<file path="config.mk">
export PLATFORM = sky130hd
export DESIGN_NAME = ioc_osc_ctrl
export DESIGN_NICKNAME = d
export VERILOG_FILES = /design/src/shared/ioc_pkg.sv /design/src/design/ioc_osc_ctrl.sv /design/src/design/ioc_osc_ready.sv
export SDC_FILE = /design/constraint.sdc
export NUM_CORES = 1
export LEC_CHECK = 0
export ABC_AREA = 0
export BUFFER_PORTS_ARGS = -buffer_cell sky130_fd_sc_hd__buf_2
export CORE_MARGIN = 2
export CORE_UTILIZATION = 50
export CTS_BUF_LIST = sky130_fd_sc_hd__clkbuf_4
export CTS_CLUSTER_DIAMETER = 100
export DETAILED_ROUTE_END_ITERATION = 6
export PLACE_DENSITY = 0.75
export SETUP_SLACK_MARGIN = 0.3
export SYNTH_ARGS = -nofsm -noshare
export SYNTH_HDL_FRONTEND = slang
export SYNTH_SLANG_ARGS = --single-unit
</file>
<file path="constraint.sdc">
create_clock -name pclk -period 2.7 [get_ports pclk]
set_input_delay 0.27 -clock pclk [delete_from_list [all_inputs] [get_ports pclk]]
set_output_delay 0.27 -clock pclk [all_outputs]
set_load 0.01 [all_outputs]
</file>
<file path="src/shared/ioc_pkg.sv">
// package: register map, field codes and timing constants of the oscillator control block
package ioc_pkg;
  // register byte offsets on the apb bus
  localparam logic [7:0] OFF_CTRL = 8'h00;   // osc_control_one
  localparam logic [7:0] OFF_FREQ = 8'h04;   // osc_frequency_register
  localparam logic [7:0] OFF_TRIM = 8'h08;   // hf_oscillator_trim
  localparam logic [7:0] OFF_STAT = 8'h0C;   // osc_ready_status
  localparam logic [7:0] OFF_EN = 8'h10;     // osc_manual_enable
  localparam logic [7:0] OFF_RST = 8'h14;    // reset_osc_select readback
  // osc_control_one fields
  localparam int CTRL_DIV_LSB = 0;           // clock_divider_select 3:0
  localparam int CTRL_SEL_LSB = 4;           // new_osc_select 6:4
  // source codes of the select fields
  localparam logic [2:0] SRC_HF_32M = 3'h1;  // high-frequency at 32 MHz
  localparam logic [2:0] SRC_EXT = 3'h2;     // external_osc
  localparam logic [2:0] SRC_LF = 3'h5;      // low_freq_internal_osc
  localparam logic [2:0] SRC_HF_1M = 3'h6;   // high-frequency at 1 MHz
  localparam logic [2:0] SRC_HF = 3'h1;      // run-time high-frequency code
  // hf_freq_select codes used at reset
  localparam logic [2:0] FRQ_1M = 3'h0;
  localparam logic [2:0] FRQ_32M = 3'h6;
  localparam logic [2:0] FRQ_RST = 3'h6;
  // reset values and the divider limit
  localparam logic [5:0] TRIM_RST = 6'h00;
  localparam logic [3:0] DIV_RST = 4'h0;
  localparam logic [3:0] DIV_MAX = 4'h9;     // 1:512
  // status/enable bit positions
  localparam int BIT_HF = 0;
  localparam int BIT_MF = 1;
  localparam int BIT_LF = 2;
  localparam int BIT_EXT = 3;
  // oscillator start-up time and glide step period
  localparam int START_NS = 1000;
  localparam int CLK_NS = 25;
  localparam int START_CYC = (START_NS + CLK_NS - 1) / CLK_NS;
  localparam int GLIDE_NS = 200;
  localparam int GLIDE_CYC = GLIDE_NS / CLK_NS;
  // mid-frequency tick periods, 500 kHz and 32 kHz, counted in pclk cycles
  localparam int MF_FAST_NS = 2000;
  localparam int MF_SLOW_NS = 31250;
  localparam int MF_FAST_DIV = MF_FAST_NS / CLK_NS;
  localparam int MF_SLOW_DIV = MF_SLOW_NS / CLK_NS;
endpackage : ioc_pkg

</file>
<file path="src/design/ioc_osc_ctrl.sv">
// The APB interface to the registers and the register offsets were left to the implementer.
`timescale 1ns/100ps
// top: internal oscillator control with apb registers
module ioc_osc_ctrl (
  input wire logic pclk,
  input wire logic presetn,
  input wire logic psel,
  input wire logic penable,
  input wire logic pwrite,
  input wire logic [7:0] paddr,
  input wire logic [31:0] pwdata,
  output logic [31:0] prdata,
  output logic pready,
  output logic pslverr,
  input wire logic [2:0] reset_osc_select,
  input wire logic external_osc_ready,
  output logic [2:0] active_source,
  output logic [2:0] hf_freq_out,
  output logic [3:0] divider_out,
  output logic [5:0] trim_applied,
  output logic external_osc_enable,
  output logic mf_500k_tick,
  output logic mf_32k_tick,
  output logic lf_clock_run
);
  // state of the reset strap capture
  typedef enum logic [1:0] {
    ST_STRAP = 2'b01,
    ST_RUN = 2'b10
  } ioc_phase_e;
  ioc_phase_e ph_reg, ph_next;
  // strap and external-ready synchronisers (pins from outside the domain)
  logic [2:0] rst_s1_reg, rst_s2_reg;
  logic ext_s1_reg, ext_s2_reg;
  // software registers
  logic [2:0] sel_reg, sel_next;
  logic [3:0] div_reg, div_next;
  logic [2:0] frq_reg, frq_next;
  logic [5:0] trim_reg, trim_next;
  logic [3:0] en_reg, en_next;
  logic [2:0] strap_reg, strap_next;
  // output side: glided trim, bus read data
  logic [5:0] glide_reg, glide_next;
  logic [7:0] gcnt_reg, gcnt_next;
  logic [31:0] rd_reg, rd_next;
  logic ack_reg, ack_next;
  logic err_reg, err_next;
  // mid-frequency dividers
  logic [9:0] mf_fast_reg, mf_fast_next;
  logic [10:0] mf_slow_reg, mf_slow_next;
  logic tick_f_reg, tick_f_next, tick_s_reg, tick_s_next;
  // ready flags from the oscillator models
  logic hf_rdy, mf_rdy, lf_rdy;
  logic hf_req, lf_req;
  logic [3:0] status;

  // hf request: selected as hf code or forced by software
  function automatic logic is_hf(input logic [2:0] code);
    return (code == ioc_pkg::SRC_HF_32M) || (code == ioc_pkg::SRC_HF_1M);
  endfunction : is_hf

  // apb decode of a completed access
  function automatic logic hit(input logic [7:0] a, input logic [7:0] off);
    return a == off;
  endfunction : hit

  assign hf_req = is_hf(sel_reg) || en_reg[ioc_pkg::BIT_HF] || en_reg[ioc_pkg::BIT_MF];
  // lf always runs: it clocks the power-up timer, watchdog and monitor
  assign lf_req = 1'b1;
  assign status = {ext_s2_reg, lf_rdy, mf_rdy, hf_rdy};

  ioc_osc_ready #(.START_CYC(ioc_pkg::START_CYC)) u_hf (
    .pclk(pclk), .presetn(presetn), .run_req(hf_req), .ready(hf_rdy));
  ioc_osc_ready #(.START_CYC(ioc_pkg::START_CYC)) u_mf (
    .pclk(pclk), .presetn(presetn), .run_req(hf_req), .ready(mf_rdy));
  ioc_osc_ready #(.START_CYC(ioc_pkg::START_CYC)) u_lf (
    .pclk(pclk), .presetn(presetn), .run_req(lf_req), .ready(lf_rdy));

  // strap synchroniser runs through reset, so the strap is settled at release
  always_ff @(posedge pclk) begin
    rst_s1_reg <= reset_osc_select;
    rst_s2_reg <= rst_s1_reg;
  end

  // synchroniser for the external ready pin
  always_ff @(posedge pclk or negedge presetn) begin
    if (!presetn) begin
      ext_s1_reg <= 1'b0;
      ext_s2_reg <= 1'b0;
    end else begin
      ext_s1_reg <= external_osc_ready;
      ext_s2_reg <= ext_s1_reg;
    end
  end

  // control registers: strap load after release, then apb writes
  always_comb begin
    ph_next = ph_reg;
    sel_next = sel_reg;
    div_next = div_reg;
    frq_next = frq_reg;
    trim_next = trim_reg;
    en_next = en_reg;
    strap_next = strap_reg;
    unique case (ph_reg)
      ST_STRAP: begin
        // strap is caught from the synchronised pin, not under reset
        strap_next = rst_s2_reg;
        sel_next = rst_s2_reg;
        frq_next = (rst_s2_reg == ioc_pkg::SRC_HF_1M) ? ioc_pkg::FRQ_1M : ioc_pkg::FRQ_32M;
        ph_next = ST_RUN;
      end
      ST_RUN: begin
        if (psel && penable && pwrite) begin
          if (hit(paddr, ioc_pkg::OFF_CTRL)) begin
            sel_next = pwdata[ioc_pkg::CTRL_SEL_LSB +: 3];
            // divider codes above 1:512 are clamped
            div_next = (pwdata[3:0] > ioc_pkg::DIV_MAX) ? ioc_pkg::DIV_MAX
                                                       : pwdata[3:0];
          end
          if (hit(paddr, ioc_pkg::OFF_FREQ)) begin
            frq_next = pwdata[2:0];
          end
          if (hit(paddr, ioc_pkg::OFF_TRIM)) begin
            trim_next = pwdata[5:0];
          end
          if (hit(paddr, ioc_pkg::OFF_EN)) begin
            en_next = pwdata[3:0];
          end
        end
      end
    endcase
  end

  // register the control state
  always_ff @(posedge pclk or negedge presetn) begin
    if (!presetn) begin
      ph_reg <= ST_STRAP;
      sel_reg <= ioc_pkg::SRC_HF_32M;
      div_reg <= ioc_pkg::DIV_RST;
      frq_reg <= ioc_pkg::FRQ_RST;
      trim_reg <= ioc_pkg::TRIM_RST;
      en_reg <= 4'h0;
      strap_reg <= 3'h0;
    end else begin
      ph_reg <= ph_next;
      sel_reg <= sel_next;
      div_reg <= div_next;
      frq_reg <= frq_next;
      trim_reg <= trim_next;
      en_reg <= en_next;
      strap_reg <= strap_next;
    end
  end

  // trim glide: one signed step toward target per glide period, no done flag
  always_comb begin
    glide_next = glide_reg;
    gcnt_next = gcnt_reg + 8'h01;
    if (gcnt_reg == 8'(ioc_pkg::GLIDE_CYC - 1)) begin
      gcnt_next = 8'h00;
      if ($signed(glide_reg) < $signed(trim_reg)) begin
        glide_next = glide_reg + 6'h01;
      end else if ($signed(glide_reg) > $signed(trim_reg)) begin
        glide_next = glide_reg - 6'h01;
      end
    end
  end

  // mid-frequency tick dividers, fixed ratios untouched by trim or divider
  always_comb begin
    mf_fast_next = mf_fast_reg + 10'h001;
    mf_slow_next = mf_slow_reg + 11'h001;
    tick_f_next = 1'b0;
    tick_s_next = 1'b0;
    if (mf_fast_reg == 10'(ioc_pkg::MF_FAST_DIV - 1)) begin
      mf_fast_next = 10'h000;
      tick_f_next = mf_rdy;
    end
    if (mf_slow_reg == 11'(ioc_pkg::MF_SLOW_DIV - 1)) begin
      mf_slow_next = 11'h000;
      tick_s_next = mf_rdy;
    end
  end

  // apb read mux; unmapped addresses answer with pslverr
  always_comb begin
    rd_next = rd_reg;
    ack_next = psel && !penable;
    err_next = 1'b0;
    if (psel && !penable) begin
      rd_next = 32'h0000_0000;
      unique case (paddr)
        ioc_pkg::OFF_CTRL: rd_next[6:0] = {sel_reg, div_reg};
        ioc_pkg::OFF_FREQ: rd_next[2:0] = frq_reg;
        ioc_pkg::OFF_TRIM: rd_next[5:0] = trim_reg;
        ioc_pkg::OFF_STAT: rd_next[3:0] = status;
        ioc_pkg::OFF_EN: rd_next[3:0] = en_reg;
        ioc_pkg::OFF_RST: rd_next[2:0] = strap_reg;
        default: err_next = 1'b1;
      endcase
    end
  end

  // register glide, ticks and bus answer
  always_ff @(posedge pclk or negedge presetn) begin
    if (!presetn) begin
      glide_reg <= ioc_pkg::TRIM_RST;
      gcnt_reg <= 8'h00;
      mf_fast_reg <= 10'h000;
      mf_slow_reg <= 11'h000;
      tick_f_reg <= 1'b0;
      tick_s_reg <= 1'b0;
      rd_reg <= 32'h0000_0000;
      ack_reg <= 1'b0;
      err_reg <= 1'b0;
    end else begin
      glide_reg <= glide_next;
      gcnt_reg <= gcnt_next;
      mf_fast_reg <= mf_fast_next;
      mf_slow_reg <= mf_slow_next;
      tick_f_reg <= tick_f_next;
      tick_s_reg <= tick_s_next;
      rd_reg <= rd_next;
      ack_reg <= ack_next;
      err_reg <= err_next;
    end
  end

  // outputs straight from flip-flops
  assign prdata = rd_reg;
  assign pready = ack_reg;
  assign pslverr = err_reg;
  assign active_source = sel_reg;
  assign hf_freq_out = frq_reg;
  assign divider_out = div_reg;
  assign trim_applied = glide_reg;
  assign external_osc_enable = en_reg[ioc_pkg::BIT_EXT];
  assign mf_500k_tick = tick_f_reg;
  assign mf_32k_tick = tick_s_reg;
  assign lf_clock_run = lf_rdy;

  chk_trim_step: assert property (@(posedge pclk) disable iff (!presetn)
    glide_reg != $past(glide_reg) |-> (glide_reg - $past(glide_reg) == 6'h01) ||
    ($past(glide_reg) - glide_reg == 6'h01))
    else $error("trim moved by more than one step");
  chk_trim_hold: assert property (@(posedge pclk) disable iff (!presetn)
    gcnt_reg != 8'h00 |-> glide_reg == $past(glide_reg))
    else $error("trim moved off a step slot");
  chk_trim_top: assert property (@(posedge pclk) disable iff (!presetn)
    ack_reg && !err_reg && $past(paddr) == ioc_pkg::OFF_TRIM |-> prdata[31:6] == 26'h0)
    else $error("trim upper bits not zero");
  chk_div_limit: assert property (@(posedge pclk) disable iff (!presetn)
    div_reg <= ioc_pkg::DIV_MAX)
    else $error("divider beyond 1:512");
  chk_lf_always: assert property (@(posedge pclk) disable iff (!presetn)
    lf_rdy |=> lf_rdy)
    else $error("low-frequency oscillator stopped");
  chk_hf_start: assert property (@(posedge pclk) disable iff (!presetn)
    $rose(hf_req) |-> ##[39:41] hf_rdy)
    else $error("hf not ready after start-up");
  chk_stat_hf: assert property (@(posedge pclk) disable iff (!presetn)
    ack_reg && !err_reg && $past(paddr) == ioc_pkg::OFF_STAT && $past(hf_rdy) |-> prdata[0])
    else $error("status misses hf ready");
  chk_sel_write: assert property (@(posedge pclk) disable iff (!presetn)
    ph_reg == ST_RUN && psel && penable && pwrite && paddr == ioc_pkg::OFF_CTRL
    |=> sel_reg == $past(pwdata[6:4]))
    else $error("select write lost");
  chk_mf_gap: assert property (@(posedge pclk) disable iff (!presetn)
    tick_f_reg |=> !tick_f_reg)
    else $error("500k tick too wide");
endmodule : ioc_osc_ctrl

</file>
<file path="src/design/ioc_osc_ready.sv">
`timescale 1ns/100ps
// one oscillator: request, start-up wait and ready flag
module ioc_osc_ready #(
  parameter int START_CYC = 40
) (
  input wire logic pclk,
  input wire logic presetn,
  input wire logic run_req,
  output logic ready
);
  // elaboration check: the 16-bit counter serves 1 to 65536 cycles
  if (START_CYC < 1 || START_CYC > 65536) begin : g_bad_start
    $error("start count out of range");
  end
  logic [15:0] cnt_reg;
  logic [15:0] cnt_next;
  logic rdy_reg;
  logic rdy_next;
  // count cycles of request; ready when the wait is over, drops on the first clock edge after stop
  always_comb begin
    cnt_next = cnt_reg;
    rdy_next = rdy_reg;
    if (!run_req) begin
      cnt_next = 16'h0000;
      rdy_next = 1'b0;
    end else if (cnt_reg == 16'(START_CYC - 1)) begin
      rdy_next = 1'b1;
    end else begin
      cnt_next = cnt_reg + 16'h0001;
    end
  end
  // registers only
  always_ff @(posedge pclk or negedge presetn) begin
    if (!presetn) begin
      cnt_reg <= 16'h0000;
      rdy_reg <= 1'b0;
    end else begin
      cnt_reg <= cnt_next;
      rdy_reg <= rdy_next;
    end
  end
  assign ready = rdy_reg;
endmodule : ioc_osc_ready

</file>
==> impl.org, run 1 <==
** Global route
- The initial antenna violation count came to 1.
- Total congestion overflow after global routing :: 0
- Global-route wire length before repair :: 20800 µm
- Entering global routing, the biggest net connects 65 pins.
- Total routing usage reported by global routing :: approximately 20%
- Via count of the first global-routing pass :: ~4500

** Logic synthesis
- The most used flip-flop cell after synthesis is sky130_fd_sc_hd__dfrtp_1.
- Number of warnings issued by yosys :: 0
- The number of different library cells used by synthesis comes to 49.
- Number of instances in the synthesized netlist :: between 500 and 600
- Post-synthesis sequential element count :: 130
- Of all flip-flops after synthesis, the portion carrying an async set or reset was a little over nine tenths.
- The synthesized netlist occupies a cell area of 0.00620 mm².
- Number of enable-type register cells in the synthesized netlist :: 0
- Syn Area/Cell :: a little over 10 µm²
- Fraction of the yosys area taken by sequential cells :: a little over half

** Floorplan
- From left edge to right edge, the die measures approximately 120 µm.
- For this configuration, the core starts out at a cell density of around half.
- The initialized floorplan defines 40 standard-cell rows.
- Core footprint :: approximately 0.012 mm²
- Die area :: about 0.013 mm²
- Number of ports placed on the die boundary :: around 100
- Die height :: ~120 µm

** Timing
- The worst pin sits at a relative slew slack of between 30% and 40%.
- Setup violations remaining at the end of the flow were counted as 0.
- At the pin with the least slew margin, the transition time is roughly 0.94 ns.
- Setup clock skew after layout :: approximately 0.016 ns
- Final period util :: 88.1%
- Based on the critical path, the design can be clocked at up to between 400 and 500 MHz.
- Slack of the critical path :: 0.322 ns
- Post-route setup TNS :: 0 ns
- Setup repair after global routing could not meet its margin everywhere.
- The routed design could run at a clock period as short as 2.38 ns.
- The count of final max-slew check failures was 0.
- The number of endpoints with negative hold slack in the final report came to 0.

** Worst setup path
- Critical Path Start Type :: flop
- In this run the critical register-to-register path is launched from trim_reg[4].
- Crit Path Category :: reg2reg
- Maximum net fanout on the critical path :: 3
- Launch point of the worst path :: trim_reg[4]
- Kind of end point of the critical path :: flop
- Data arrives at the worst endpoint at 2.84 ns.
- Crit path required time :: ~3.2 ns

** Cells and area
- Area overhead of the layout relative to synthesis :: 15.9%
- The post-route netlist has between 20% and 30% of its cells at a drive strength greater than 1.
- For this run, the share of the core covered by cells in the final layout is between 50 and 60%.
- The final layout contains 745 nets.
- Antenna cell count :: 0
- With fillers left out, the area of the finished cells amounts to around 0.0072 mm².

** Hold path
- The startpoint identified for the worst hold timing path is pwdata[6].
- The path class of the tightest hold or removal check is in2reg.

** Status
- Result of the run :: completed

** Route
- In the routed design, unresolved DRC markers number 0.
- After the first detailed-routing iteration, the DRC count stood at ~260.
- For this block, the routed nets add up to approximately 12000 µm of wire.
- Post-route antenna net violation count :: 0
- Wire per inst :: 14.2 µm
- Summing over every cut layer, the via total after detailed routing is approximately 4500.
- The first detailed-routing pass took 5 iterations.
- Using the TritonRoute via totals, the vias-per-cell ratio works out to between 5 and 6.

** Clock network
- The H-tree was split into 4 levels.
- Insertion delay of the later-clocked pin in the worst-skew pair :: between 0.5 and 0.6 ns
- Clock tree from TritonCTS :: built
- The root buffer cell chosen for the clock tree is sky130_fd_sc_hd__clkbuf_4.
- TritonCTS created 17 clock buffers.
- The tree built by TritonCTS fans out to 130 sinks.
- Clock-pin slew on the worst setup and hold paths :: 0.11 ns
- The clock passes through at most 2 buffers.

** Run
- Number of maximum-capacitance violations :: 0

** Placement
- Placement-stage cell area :: roughly 0.0067 mm²
- Buffers placed on the I/O ports in this run total 52.
- Routability-driven placement finished with a final weighted congestion of between 0.8 and 0.9.
- Detailed placement HPWL :: 8900 µm
- Before CTS, the worst setup slack after placement is roughly 0.26 ns.

** Power
- Power, Total :: around 4.2 mW
- PD cells :: between 500 and 600 mW/mm²
- Across the VDD grid, the largest voltage drop is between 0.0005 and 0.0006 V.
- Static Leakage :: roughly 3.2 nW
worst paths after layout:
check                              endpoint  slack, ns  depth (start not counted)
setup / recovery            trim_applied[2]       0.32                         10
hold / removal             active_source[2]       0.07                          3
setup reg to reg            trim_applied[2]       0.32                         10
hold reg to reg               rst_s2_reg[0]       0.34                          0
max in group asynchronous  active_source[0]       1.73                          3
min in group asynchronous    mf_fast_reg[6]       0.22                          2
repair_timing:
| action | CTS | global route |
|---|---|---|
| setup buffers | 5 | 3 |
| pin swaps | 2 | 2 |
| resized for setup | 5 | 2 |
| hold buffers | 11 | 0 |
| gates cloned | 0 | 0 |
| hold endpoints to repair | 46 | 0 |
| endpoints found under the setup margin | 2 | 2 |
cell usage after synthesis, types with 6 or more instances:
master | n | area, µm²
sky130_fd_sc_hd__inv_1 | 15 | 56.3
sky130_fd_sc_hd__clkbuf_1 | 12 | 45.0
sky130_fd_sc_hd__mux2_2 | 17 | 191
sky130_fd_sc_hd__dfxtp_1 | 6 | 120
sky130_fd_sc_hd__nand3_1 | 32 | 160
sky130_fd_sc_hd__nand2_1 | 52 | 195
sky130_fd_sc_hd__nand4_1 | 17 | 106
sky130_fd_sc_hd__xnor2_1 | 41 | 359
sky130_fd_sc_hd__nand2b_1 | 7 | 43.8
sky130_fd_sc_hd__nor4_1 | 19 | 119
sky130_fd_sc_hd__xor2_1 | 29 | 254
sky130_fd_sc_hd__and3_1 | 9 | 56.3
sky130_fd_sc_hd__dfrtp_1 | 120 | 3000
sky130_fd_sc_hd__o21ai_0 | 19 | 95.1
sky130_fd_sc_hd__ha_1 | 14 | 175
sky130_fd_sc_hd__nor3_1 | 17 | 85.1
sky130_fd_sc_hd__nor2b_1 | 7 | 43.8
sky130_fd_sc_hd__buf_4 | 25 | 188
sky130_fd_sc_hd__mux2i_1 | 15 | 150
sky130_fd_sc_hd__a21oi_1 | 10 | 50.1
sky130_fd_sc_hd__nor2_1 | 70 | 263
critical path, cell delays in order, from the launching register on:
cell	delay, ns
sky130_fd_sc_hd__dfrtp_1	0.38
sky130_fd_sc_hd__inv_1	0.08
sky130_fd_sc_hd__ha_4	0.28
sky130_fd_sc_hd__nand3_2	0.08
sky130_fd_sc_hd__o21bai_4	0.19
sky130_fd_sc_hd__a41oi_4	0.15
sky130_fd_sc_hd__xor2_1	0.10
sky130_fd_sc_hd__ha_2	0.19
sky130_fd_sc_hd__or3_2	0.49
sky130_fd_sc_hd__mux2i_2	0.19
sky130_fd_sc_hd__xor2_1	0.17
through the flow:
| step | instances | hold slack [ns] |
|---|---|---|
| global placement | 812 | 0.254 |
| floorplan | 622 | -0.0256 |
| finish | 863 | 0.0668 |
| global route | 863 | 0.0581 |
| CTS | 860 | 0.0286 |
| detailed placement | 812 | 0.256 |
report_power, final:
| part | switching [mW] | internal (mW) | total (mW) |
|---|---|---|---|
| Clock | 0.754 | 0.646 | 1.40 |
| Combinational | 0.378 | 0.353 | 0.732 |
| Sequential | 0.0503 | 2.01 | 2.06 |
metal layers:
metal	global-route usage [%]	vias up	part of all wire, %
met5	0	-	0.090
li1	-	2198	-
met4	8.67	2	2.1
met3	5.80	27	5.0
met1	25.6	2203	46
met2	31.1	109	47
final cells by class:
type                            count  area (µm²)
Multi-Input combinational cell    440        2880
Timing Repair Buffer               78         498
Sequential cell                   130        3230
Fill cell                         969        4870
Clock inverter                     15         180
Inverter                           15        56.3
Tap cell                          168         210
Clock buffer                       17         128
cell families (layout without fill, tap and decap cells):
| family | after synthesis | in the layout | share of synthesized area, % |
|---|---|---|---|
| DFF | 130 | 130 | 52.0 |
| AOI/OAI and AO/OA | 46 | 46 | 4.60 |
| xor gates and xnor gates | 70 | 70 | 9.88 |
| muxes | 32 | 32 | 5.51 |
| and+or+nand+nor | 253 | 253 | 20.4 |
| other | 1 | 25 | 0.0605 |
| buffers and inverters | 52 | 125 | 4.66 |
| adders and majority gates | 14 | 14 | 2.82 |
cell usage in the layout (no fill, tap or decap), types with 19 or more instances in the layout:
cell                      instances
sky130_fd_sc_hd__conb_1          25
sky130_fd_sc_hd__nor2_1          70
sky130_fd_sc_hd__buf_2           51
sky130_fd_sc_hd__nor4_1          19
sky130_fd_sc_hd__nand3_1         31
sky130_fd_sc_hd__xnor2_1         41
sky130_fd_sc_hd__dfrtp_1        115
sky130_fd_sc_hd__nand2_1         51
sky130_fd_sc_hd__xor2_1          29
sky130_fd_sc_hd__o21ai_0         19
(Power assumes the default switching activity.)
==> inputs of run 2 (changes only) <==
--- a/config.mk
+++ b/config.mk
@@ -7,6 +7,7 @@
 export LEC_CHECK = 0
 export ABC_AREA = 0
 export BUFFER_PORTS_ARGS = -buffer_cell sky130_fd_sc_hd__buf_2
+export CORE_ASPECT_RATIO = 0.6
 export CORE_MARGIN = 2
 export CORE_UTILIZATION = 50
 export CTS_BUF_LIST = sky130_fd_sc_hd__clkbuf_4
==> run 2 against run 1 <==
Net effect:
- non-clock buffer count up 2
- maximum frequency down 1.1%
- cell count decreased by 0.12%
- sequential cell count unchanged
- die area grew 0.22%
- worst setup slack got worse by 0.027 ns
- clock power barely moved
==> impl.org, run 2 (synthesis gave the netlist of run 1 again) <==
** Status
- Result of the run: completed (unchanged).

** Timing
- The relative slew slack came to 45.5% (was 36.4%).
- The count of final max-slew check failures is 0 (unchanged).
- Total of endpoints with negative setup slack in the final report :: 0 (unchanged)
- The final critical path time including I/O delays and setup is 2.41 ns (was 2.38 ns).
- Hold Fails Final Rpt :: 0 (unchanged)
- The worst clock skew is 0.0214 ns (was 0.0157 ns).
- Pin slew with the least headroom to its limit :: 0.809 ns (was 0.945 ns)
- The share of the clock period used by the worst path came to 89.1% (was 88.1%).
- Post-route setup TNS :: 0 ns (unchanged)
- Unrepaired setup endpoints after global routing :: true (unchanged)
- The maximum achievable frequency came to 416 MHz (was 421 MHz).

** Power
- The proportion of total power due to net switching was 28.2% (about the same).
- The clock group share of total power was 33.2% (was 33.4%).
- P_int :: 3.03 mW (was 3.00 mW)
- The sequential power share is 48.9% (was 49.1%).
- PD cells :: 585 mW/mm² (was 583 mW/mm²)
- IR Drop Worst-Case VDD :: 0.000428 V (was 0.000591 V)
- The part of the total power dissipated in combinational logic came to 17.9% (was 17.5%).
- Switching power :: 1.19 mW (was 1.18 mW)
- Static Leakage :: 3.23 nW (was 3.20 nW)

** Floorplan
- Number of ports placed on the die boundary :: 103 (unchanged)
- The total die area was 0.0133 mm² (about the same).
- Core footprint :: 0.0121 mm² (about the same)
- Width of the die :: 148 µm (was 115 µm)
- The die height was 90.3 µm (was 115 µm).
- The effective utilization at floorplan is 51.4% (about the same).
- Row count :: 31 (was 40)

** Worst setup path
- Crit path required time :: 3.16 ns (about the same)
- The classification of the worst setup path is reg2reg (unchanged).
- The worst-path maximum fanout is 4 (was 3).
- Number of cells traversed by the worst register-to-register path :: 9 (was 10)
- The critical path launch point type is a flop (unchanged).
- The signal arrival time at the worst endpoint was 2.86 ns (was 2.84 ns).
- The type of destination of the critical path is a flop (unchanged).

** Global route
- Total congestion overflow after global routing :: 0 (unchanged)
- Total routing usage reported by global routing :: 20.4% (was 19.8%)
- Global-route wire length before repair :: 21700 µm (was 20800 µm)
- The via count of the first global-routing pass came to 4378 (was 4513).
- Largest net degree at the start of global routing :: 46 (was 65)
- Initial antenna violation count :: 0 (was 1)

** Route
- Post-route antenna net violation count :: 0 (unchanged)
- The via count normalized by instance count was 5.35 (was 5.26).
- Wire per inst :: 15.3 µm (was 14.2 µm)
- Violation count after the first detailed-route iteration :: 363 (was 264)
- Post-Route WL :: 13200 µm (was 12300 µm)
- The number of vias after detailed routing is 4611 (was 4539).
- The first-pass iteration count of the detailed router was 5 (unchanged).
- The DRC violation count after routing is 0 (unchanged).

** Clock network
- Clock-pin slew on the worst setup and hold paths :: 0.12 ns (was 0.11 ns)
- Number of H-tree levels :: 4 (unchanged)
- Number of clock sinks seen by CTS :: 130 (unchanged)
- The TritonCTS buffer count is 17 (unchanged).
- The TritonCTS clock tree is built (unchanged).
- Insertion delay of the later-clocked pin in the worst-skew pair :: 0.54 ns (about the same)
- Clk root buf :: sky130_fd_sc_hd__clkbuf_4 (unchanged)
- The buffer levels on the longest clock path is 2 (unchanged).

** Cells and area
- The commonest non-fill, non-tap cell in the layout is sky130_fd_sc_hd__dfrtp_1 (unchanged).
- Most frequent cells in the layout: 115 x sky130_fd_sc_hd__dfrtp_1, 70 x sky130_fd_sc_hd__nor2_1, 51 x sky130_fd_sc_hd__nand2_1, 51 x sky130_fd_sc_hd__buf_2, 41 x sky130_fd_sc_hd__xnor2_1 (unchanged).
- The layout-stage area growth over the synthesis result came to 16.0% (was 15.9%).
- The post-layout net count is 747 (was 745).
- Number of fill cells :: 991 (was 969)
- The final standard cell count with taps included and fillers excluded is 862 (was 863).
- Antenna cell count :: 0 (unchanged)
- The layout cell share with drive strength beyond 1 came to 21.4% (was 21.3%).
- The final design instance area without fill was 0.00719 mm² (about the same).

** Placement
- The count of input and output buffers was 52 (unchanged).
- The placed standard-cell area was 0.00670 mm² (about the same).
- The cell count after placement came to 810 (was 812).
- The global placement routability congestion came to 0.939 (was 0.845).
- Detailed placement HPWL :: 9310 µm (was 8900 µm)

** Hold path
- The path class of the lowest-slack min-delay path was in2reg (unchanged).
- Worst Hold Path Cells :: 3 (unchanged)

** Run
- The max-cap check violation count came to 0 (unchanged).
## run 2: cell types whose count changed in the layout (fill, tap and decap cells not counted), sizes merged
cell         before  now
clkinv            4    7
clkbuf           17   19
clkinvlp          5    3
dlygate4sd3      11   10
buf              67   70
inv              18   15
## run 2: power groups by stage
stage | registers (mW) | clock network, mW | logic, mW
2_1_floorplan | 2.13 | 0 | 0.387
5_1_grt | 2.07 | 1.52 | 0.806
3_5_place_dp | 2.13 | 0 | 0.586
3_3_place_gp | 2.13 | 0 | 0.574
6_report | 2.06 | 1.40 | 0.753
4_1_cts | 2.06 | 1.43 | 0.690
## run 2: what timing repair did
item                                    4_1_cts  5_1_grt
gates resized for setup                       4        1
hold endpoints to repair                     40        0
setup buffers                                 7        3
endpoints found under the setup margin        2        2
pin swaps                                     4        5
hold buffers                                 10        0
## run 2: routing by layer
metal	GRT usage, %	wire length, µm	up-vias	share of wire [%]
li1	-	-	2215	-
met1	30.5	6430	2239	49
met2	28.7	5820	145	44
met3	5.71	786	12	6.0
met4	6.57	151	0	1.1
met5	0	0	-	0
## run 2: cell type report
| cell class | instances | area, µm² | share of cell area (%) |
|---|---|---|---|
| clock buffer | 19 | 143 | 1.98 |
| clock inverter | 13 | 163 | 2.26 |
| inverter | 15 | 56.3 | 0.783 |
| multi-input combinational | 440 | 2880 | 40.1 |
| sequential | 130 | 3230 | 45.0 |
| tap | 165 | 206 | 2.87 |
| timing repair buffer | 80 | 510 | 7.10 |
## run 2: path summary, 6_finish.rpt
check,endpoint,startpoint,slack [ns]
worst max-delay path,trim_applied[4],trim_applied[3],0.29
worst min-delay path,trim_reg[1],pwdata[1],0.06
worst max register to register,trim_applied[4],trim_applied[3],0.29
worst min register to register,rst_s2_reg[1],rst_s1_reg[1],0.35
max in group asynchronous,hf_freq_out[1],presetn,1.72
min in group asynchronous,mf_fast_reg[7],presetn,0.24
## run 2: critical path, stage by stage (launching register included)
cell	delay, ns
sky130_fd_sc_hd__dfrtp_2	0.45
sky130_fd_sc_hd__ha_4	0.30
sky130_fd_sc_hd__nand3_4	0.08
sky130_fd_sc_hd__o21bai_4	0.19
sky130_fd_sc_hd__a41oi_4	0.16
sky130_fd_sc_hd__xor2_1	0.10
sky130_fd_sc_hd__ha_2	0.21
sky130_fd_sc_hd__or4b_1	0.50
sky130_fd_sc_hd__mux2i_1	0.18
sky130_fd_sc_hd__xor2_1	0.15
## run 2: through the flow
stage	power (mW)	setup slack [ns]	utilization, %	hold slack [ns]
2_1_floorplan	2.52	0.306	-	-0.0256
3_3_place_gp	2.70	0.344	55.6	0.254
3_5_place_dp	2.72	0.288	55.6	0.254
4_1_cts	4.18	0.303	59.4	0.0111
5_1_grt	4.40	0.213	59.6	0.0207
6_report	4.21	0.295	59.6	0.0600
==> inputs of run 3 (changes only) <==
--- a/config.mk
+++ b/config.mk
@@ -7,13 +7,14 @@
 export LEC_CHECK = 0
 export ABC_AREA = 0
 export BUFFER_PORTS_ARGS = -buffer_cell sky130_fd_sc_hd__buf_2
+export CELL_PAD_IN_SITES_DETAIL_PLACEMENT = 1
+export CELL_PAD_IN_SITES_GLOBAL_PLACEMENT = 1
 export CORE_ASPECT_RATIO = 0.6
-export CORE_MARGIN = 2
-export CORE_UTILIZATION = 50
+export CORE_UTILIZATION = 41
 export CTS_BUF_LIST = sky130_fd_sc_hd__clkbuf_4
 export CTS_CLUSTER_DIAMETER = 100
 export DETAILED_ROUTE_END_ITERATION = 6
-export PLACE_DENSITY = 0.75
+export PLACE_DENSITY_LB_ADDON = 0.1
 export SETUP_SLACK_MARGIN = 0.3
 export SYNTH_ARGS = -nofsm -noshare
 export SYNTH_HDL_FRONTEND = slang
==> run 3 against run 2 <==
Net effect:
- clock power hardly changed
- cell count increased by 3.8%
- sequential power about the same
- worst setup slack got worse by 0.015 ns
- clock skew barely moved
- wire length up 13%
- core utilization decreased by 10 points
==> impl.org, run 3 (synthesis gave the netlist of run 1 again) <==
** Global route
- The overall routing resource usage came to 20.8% (was 20.4%).
- Global-route wire length before repair :: 25400 µm (was 21700 µm)
- The initial antenna violation count was 0 (unchanged).
- The maximum number of pins on one net before global-route repair is 45 (was 46).
- The total global routing overflow was 0 (unchanged).
- Via count of the first global-routing pass :: 4869 (was 4378)

** Power
- Static Leakage :: 3.23 nW (about the same)
- The clock group share of total power is 33.5% (was 33.2%).
- Relative contribution of combinational cells to total power :: 18.2% (was 17.9%)
- The proportion of total power due to net switching is 29.0% (was 28.2%).
- Sequential share of power :: 48.3% (was 48.9%)
- PD cells :: 589 mW/mm² (was 585 mW/mm²)
- P_int :: 3.03 mW (about the same)
- The power spent charging and discharging nets was 1.24 mW (was 1.19 mW).
- The total power draw was 4.27 mW (was 4.21 mW).
- IR Drop Worst-Case VDD :: 0.000368 V (was 0.000428 V)

** Worst setup path
- The worst-path maximum fanout came to 4 (unchanged).
- R2R Setup Slk :: 0.28 ns (was 0.29 ns)
- The count of cells along the worst register-to-register path came to 9 (unchanged).
- Critical Path Start Type :: flop (unchanged)
- Data arrival time of the worst path :: 2.89 ns (was 2.86 ns)
- Crit Path Category :: reg2reg (unchanged)
- Worst flop-to-flop path startpoint :: trim_applied[4] (was trim_applied[3])
- The destination of the worst register-to-register timing path was trim_applied[4] (unchanged).
- The type of destination of the critical path was a flop (unchanged).
- Crit path required time :: 3.17 ns (was 3.16 ns)

** Hold path
- The worst min-delay path endpoint is trim_reg[2] (was trim_reg[1]).
- Worst Hold Path Cells :: 3 (unchanged)
- Hold Crit Class :: in2reg (unchanged)
- Startpoint of the most critical hold path :: pwdata[2] (was pwdata[1])

** Clock network
- The H-tree depth reported by CTS was 4 (unchanged).
- The clock latency on the worst-skew pair came to 0.54 ns (about the same).
- Number of clock sinks seen by CTS :: 130 (unchanged)
- Number of CTS-inserted buffers :: 17 (unchanged)
- The TritonCTS clock tree is built (unchanged).
- The clock-pin slew on the worst setup and hold paths was 0.13 ns (was 0.12 ns).
- The buffer levels on the longest clock path came to 2 (unchanged).
- The clock tree root buffer cell is sky130_fd_sc_hd__clkbuf_4 (unchanged).

** Cells and area
- Area overhead of the layout relative to synthesis :: 16.9% (was 16.0%)
- Fraction of final layout cells with drive strength greater than 1 :: 22.2% (was 21.4%)
- The core utilization of the finished layout is 49.6% (was 59.6%).
- Most frequent cells in the layout: 115 x sky130_fd_sc_hd__dfrtp_1, 70 x sky130_fd_sc_hd__nor2_1, 51 x sky130_fd_sc_hd__nand2_1, 51 x sky130_fd_sc_hd__buf_2, 41 x sky130_fd_sc_hd__xnor2_1 (unchanged).
- The post-layout net count came to 747 (unchanged).
- Most common library cell in the layout ignoring fill and taps :: sky130_fd_sc_hd__dfrtp_1 (unchanged)
- The number of diodes added for antenna fixing is 0 (unchanged).

** Floorplan
- The number of top-level design ports was 103 (unchanged).
- Width of the die :: 161 µm (was 148 µm)
- The total die area is 0.0156 mm² (was 0.0133 mm²).
- Die height :: 97.3 µm (was 90.3 µm)
- The row count is 34 (was 31).
- Initial cell density of the core :: 42.4% (was 51.4%)
- The standard cell core area came to 0.0146 mm² (was 0.0121 mm²).

** Timing
- Hold Fails Final Rpt :: 0 (unchanged)
- The relative slew slack was 56.8% (was 45.5%).
- The transition time at the pin with the least slew margin is 0.642 ns (was 0.809 ns).
- Setup clock skew after layout :: 0.0209 ns (was 0.0214 ns)
- Maximum clock frequency :: 413 MHz (was 416 MHz)
- Total of endpoints with negative setup slack in the final report :: 0 (unchanged)
- The count of final max-slew check failures is 0 (unchanged).
- The share of the clock period used by the worst path is 89.7% (was 89.1%).
- Post-route setup TNS :: 0 ns (unchanged)
- Unrepaired setup endpoints after global routing :: true (unchanged)
- Minimum period implied by the final worst setup slack :: 2.42 ns (was 2.41 ns)
- Worst hold margin :: 0.0180 ns (was 0.0600 ns)

** Route
- The count of routing violations after the opening detailed-route iteration came to 218 (was 363).
- Post-Route WL :: 14900 µm (was 13200 µm)
- Vias per cell :: 5.17 (was 5.35)
- Vias after detailed routing :: 4629 (was 4611)
- Wire per inst :: 16.6 µm (was 15.3 µm)
- The DRC violation count after routing was 0 (unchanged).
- Post-route antenna net violation count :: 0 (unchanged)
- Pre-Repair DR Iteration Count :: 4 (was 5)

** Placement
- The count of input and output buffers came to 52 (unchanged).
- GP Congestion :: 0.796 (was 0.939)
- Detailed placement HPWL :: 10800 µm (was 9310 µm)

** Status
- Result of the run: completed (unchanged).

** Run
- The max-cap check violation count was 0 (unchanged).
## run 3: cell type report
cell class                 instances  area [µm²]
clock buffer                      19         143
tap                              198         248
multi-input combinational        440        2910
inverter                          15        56.3
sequential                       130        3230
fill                            1651        7380
clock inverter                    13         161
timing repair buffer              80         505
## run 3: worst max path at each step
stage / startpoint / end / slack [ns] / cells past startpoint
floorplan: trim_applied[2] / trim_applied[4] / 0.31 / 9
global placement: trim_applied[2] / trim_applied[4] / 0.30 / 9
detailed placement: trim_applied[0] / trim_applied[4] / 0.19 / 10
CTS: trim_reg[3] / trim_applied[4] / 0.27 / 10
global route: trim_applied[4] / trim_applied[4] / 0.20 / 9
finish: trim_applied[4] / trim_applied[4] / 0.28 / 9
## run 3: per-stage QoR
stage          cell area, µm²  cells  setup slack, ns
2_1_floorplan            6390    622            0.306
3_3_place_gp             6770    846            0.304
3_5_place_dp             6770    846            0.195
4_1_cts                  7230    895            0.265
5_1_grt                  7250    895            0.201
6_report                 7250    895            0.279
## run 3: critical path, stage by stage (launching register included)
cell,delay [ns]
sky130_fd_sc_hd__dfrtp_2,0.46
sky130_fd_sc_hd__ha_4,0.29
sky130_fd_sc_hd__nand3_4,0.07
sky130_fd_sc_hd__o21bai_4,0.18
sky130_fd_sc_hd__a41oi_4,0.17
sky130_fd_sc_hd__xor2_1,0.11
sky130_fd_sc_hd__ha_2,0.22
sky130_fd_sc_hd__or4b_4,0.52
sky130_fd_sc_hd__mux2i_2,0.18
sky130_fd_sc_hd__xor2_1,0.15
## run 3: power groups by stage
stage          logic (mW)  registers, mW  clock network [mW]
6_report            0.777           2.06                1.43
4_1_cts             0.750           2.06                1.48
5_1_grt             0.846           2.07                1.57
3_5_place_dp        0.603           2.14                   0
2_1_floorplan       0.387           2.13                   0
3_3_place_gp        0.583           2.14                   0
## run 3: timing repair
action,in CTS,in global routing
hold buffers,8,0
endpoints found under the hold margin,45,0
resized for setup,5,6
setup buffers,9,0
setup endpoints to repair,2,2
pin swaps,2,5
## run 3: per-layer routing
layer  vias to the layer above  track usage, %  wire, µm
li1                       2196               -         -
met1                      2324            30.8      7760
met2                        92            29.8      6390
met3                        17            4.44       533
met4                         0            7.18       199
met5                         -               0         0
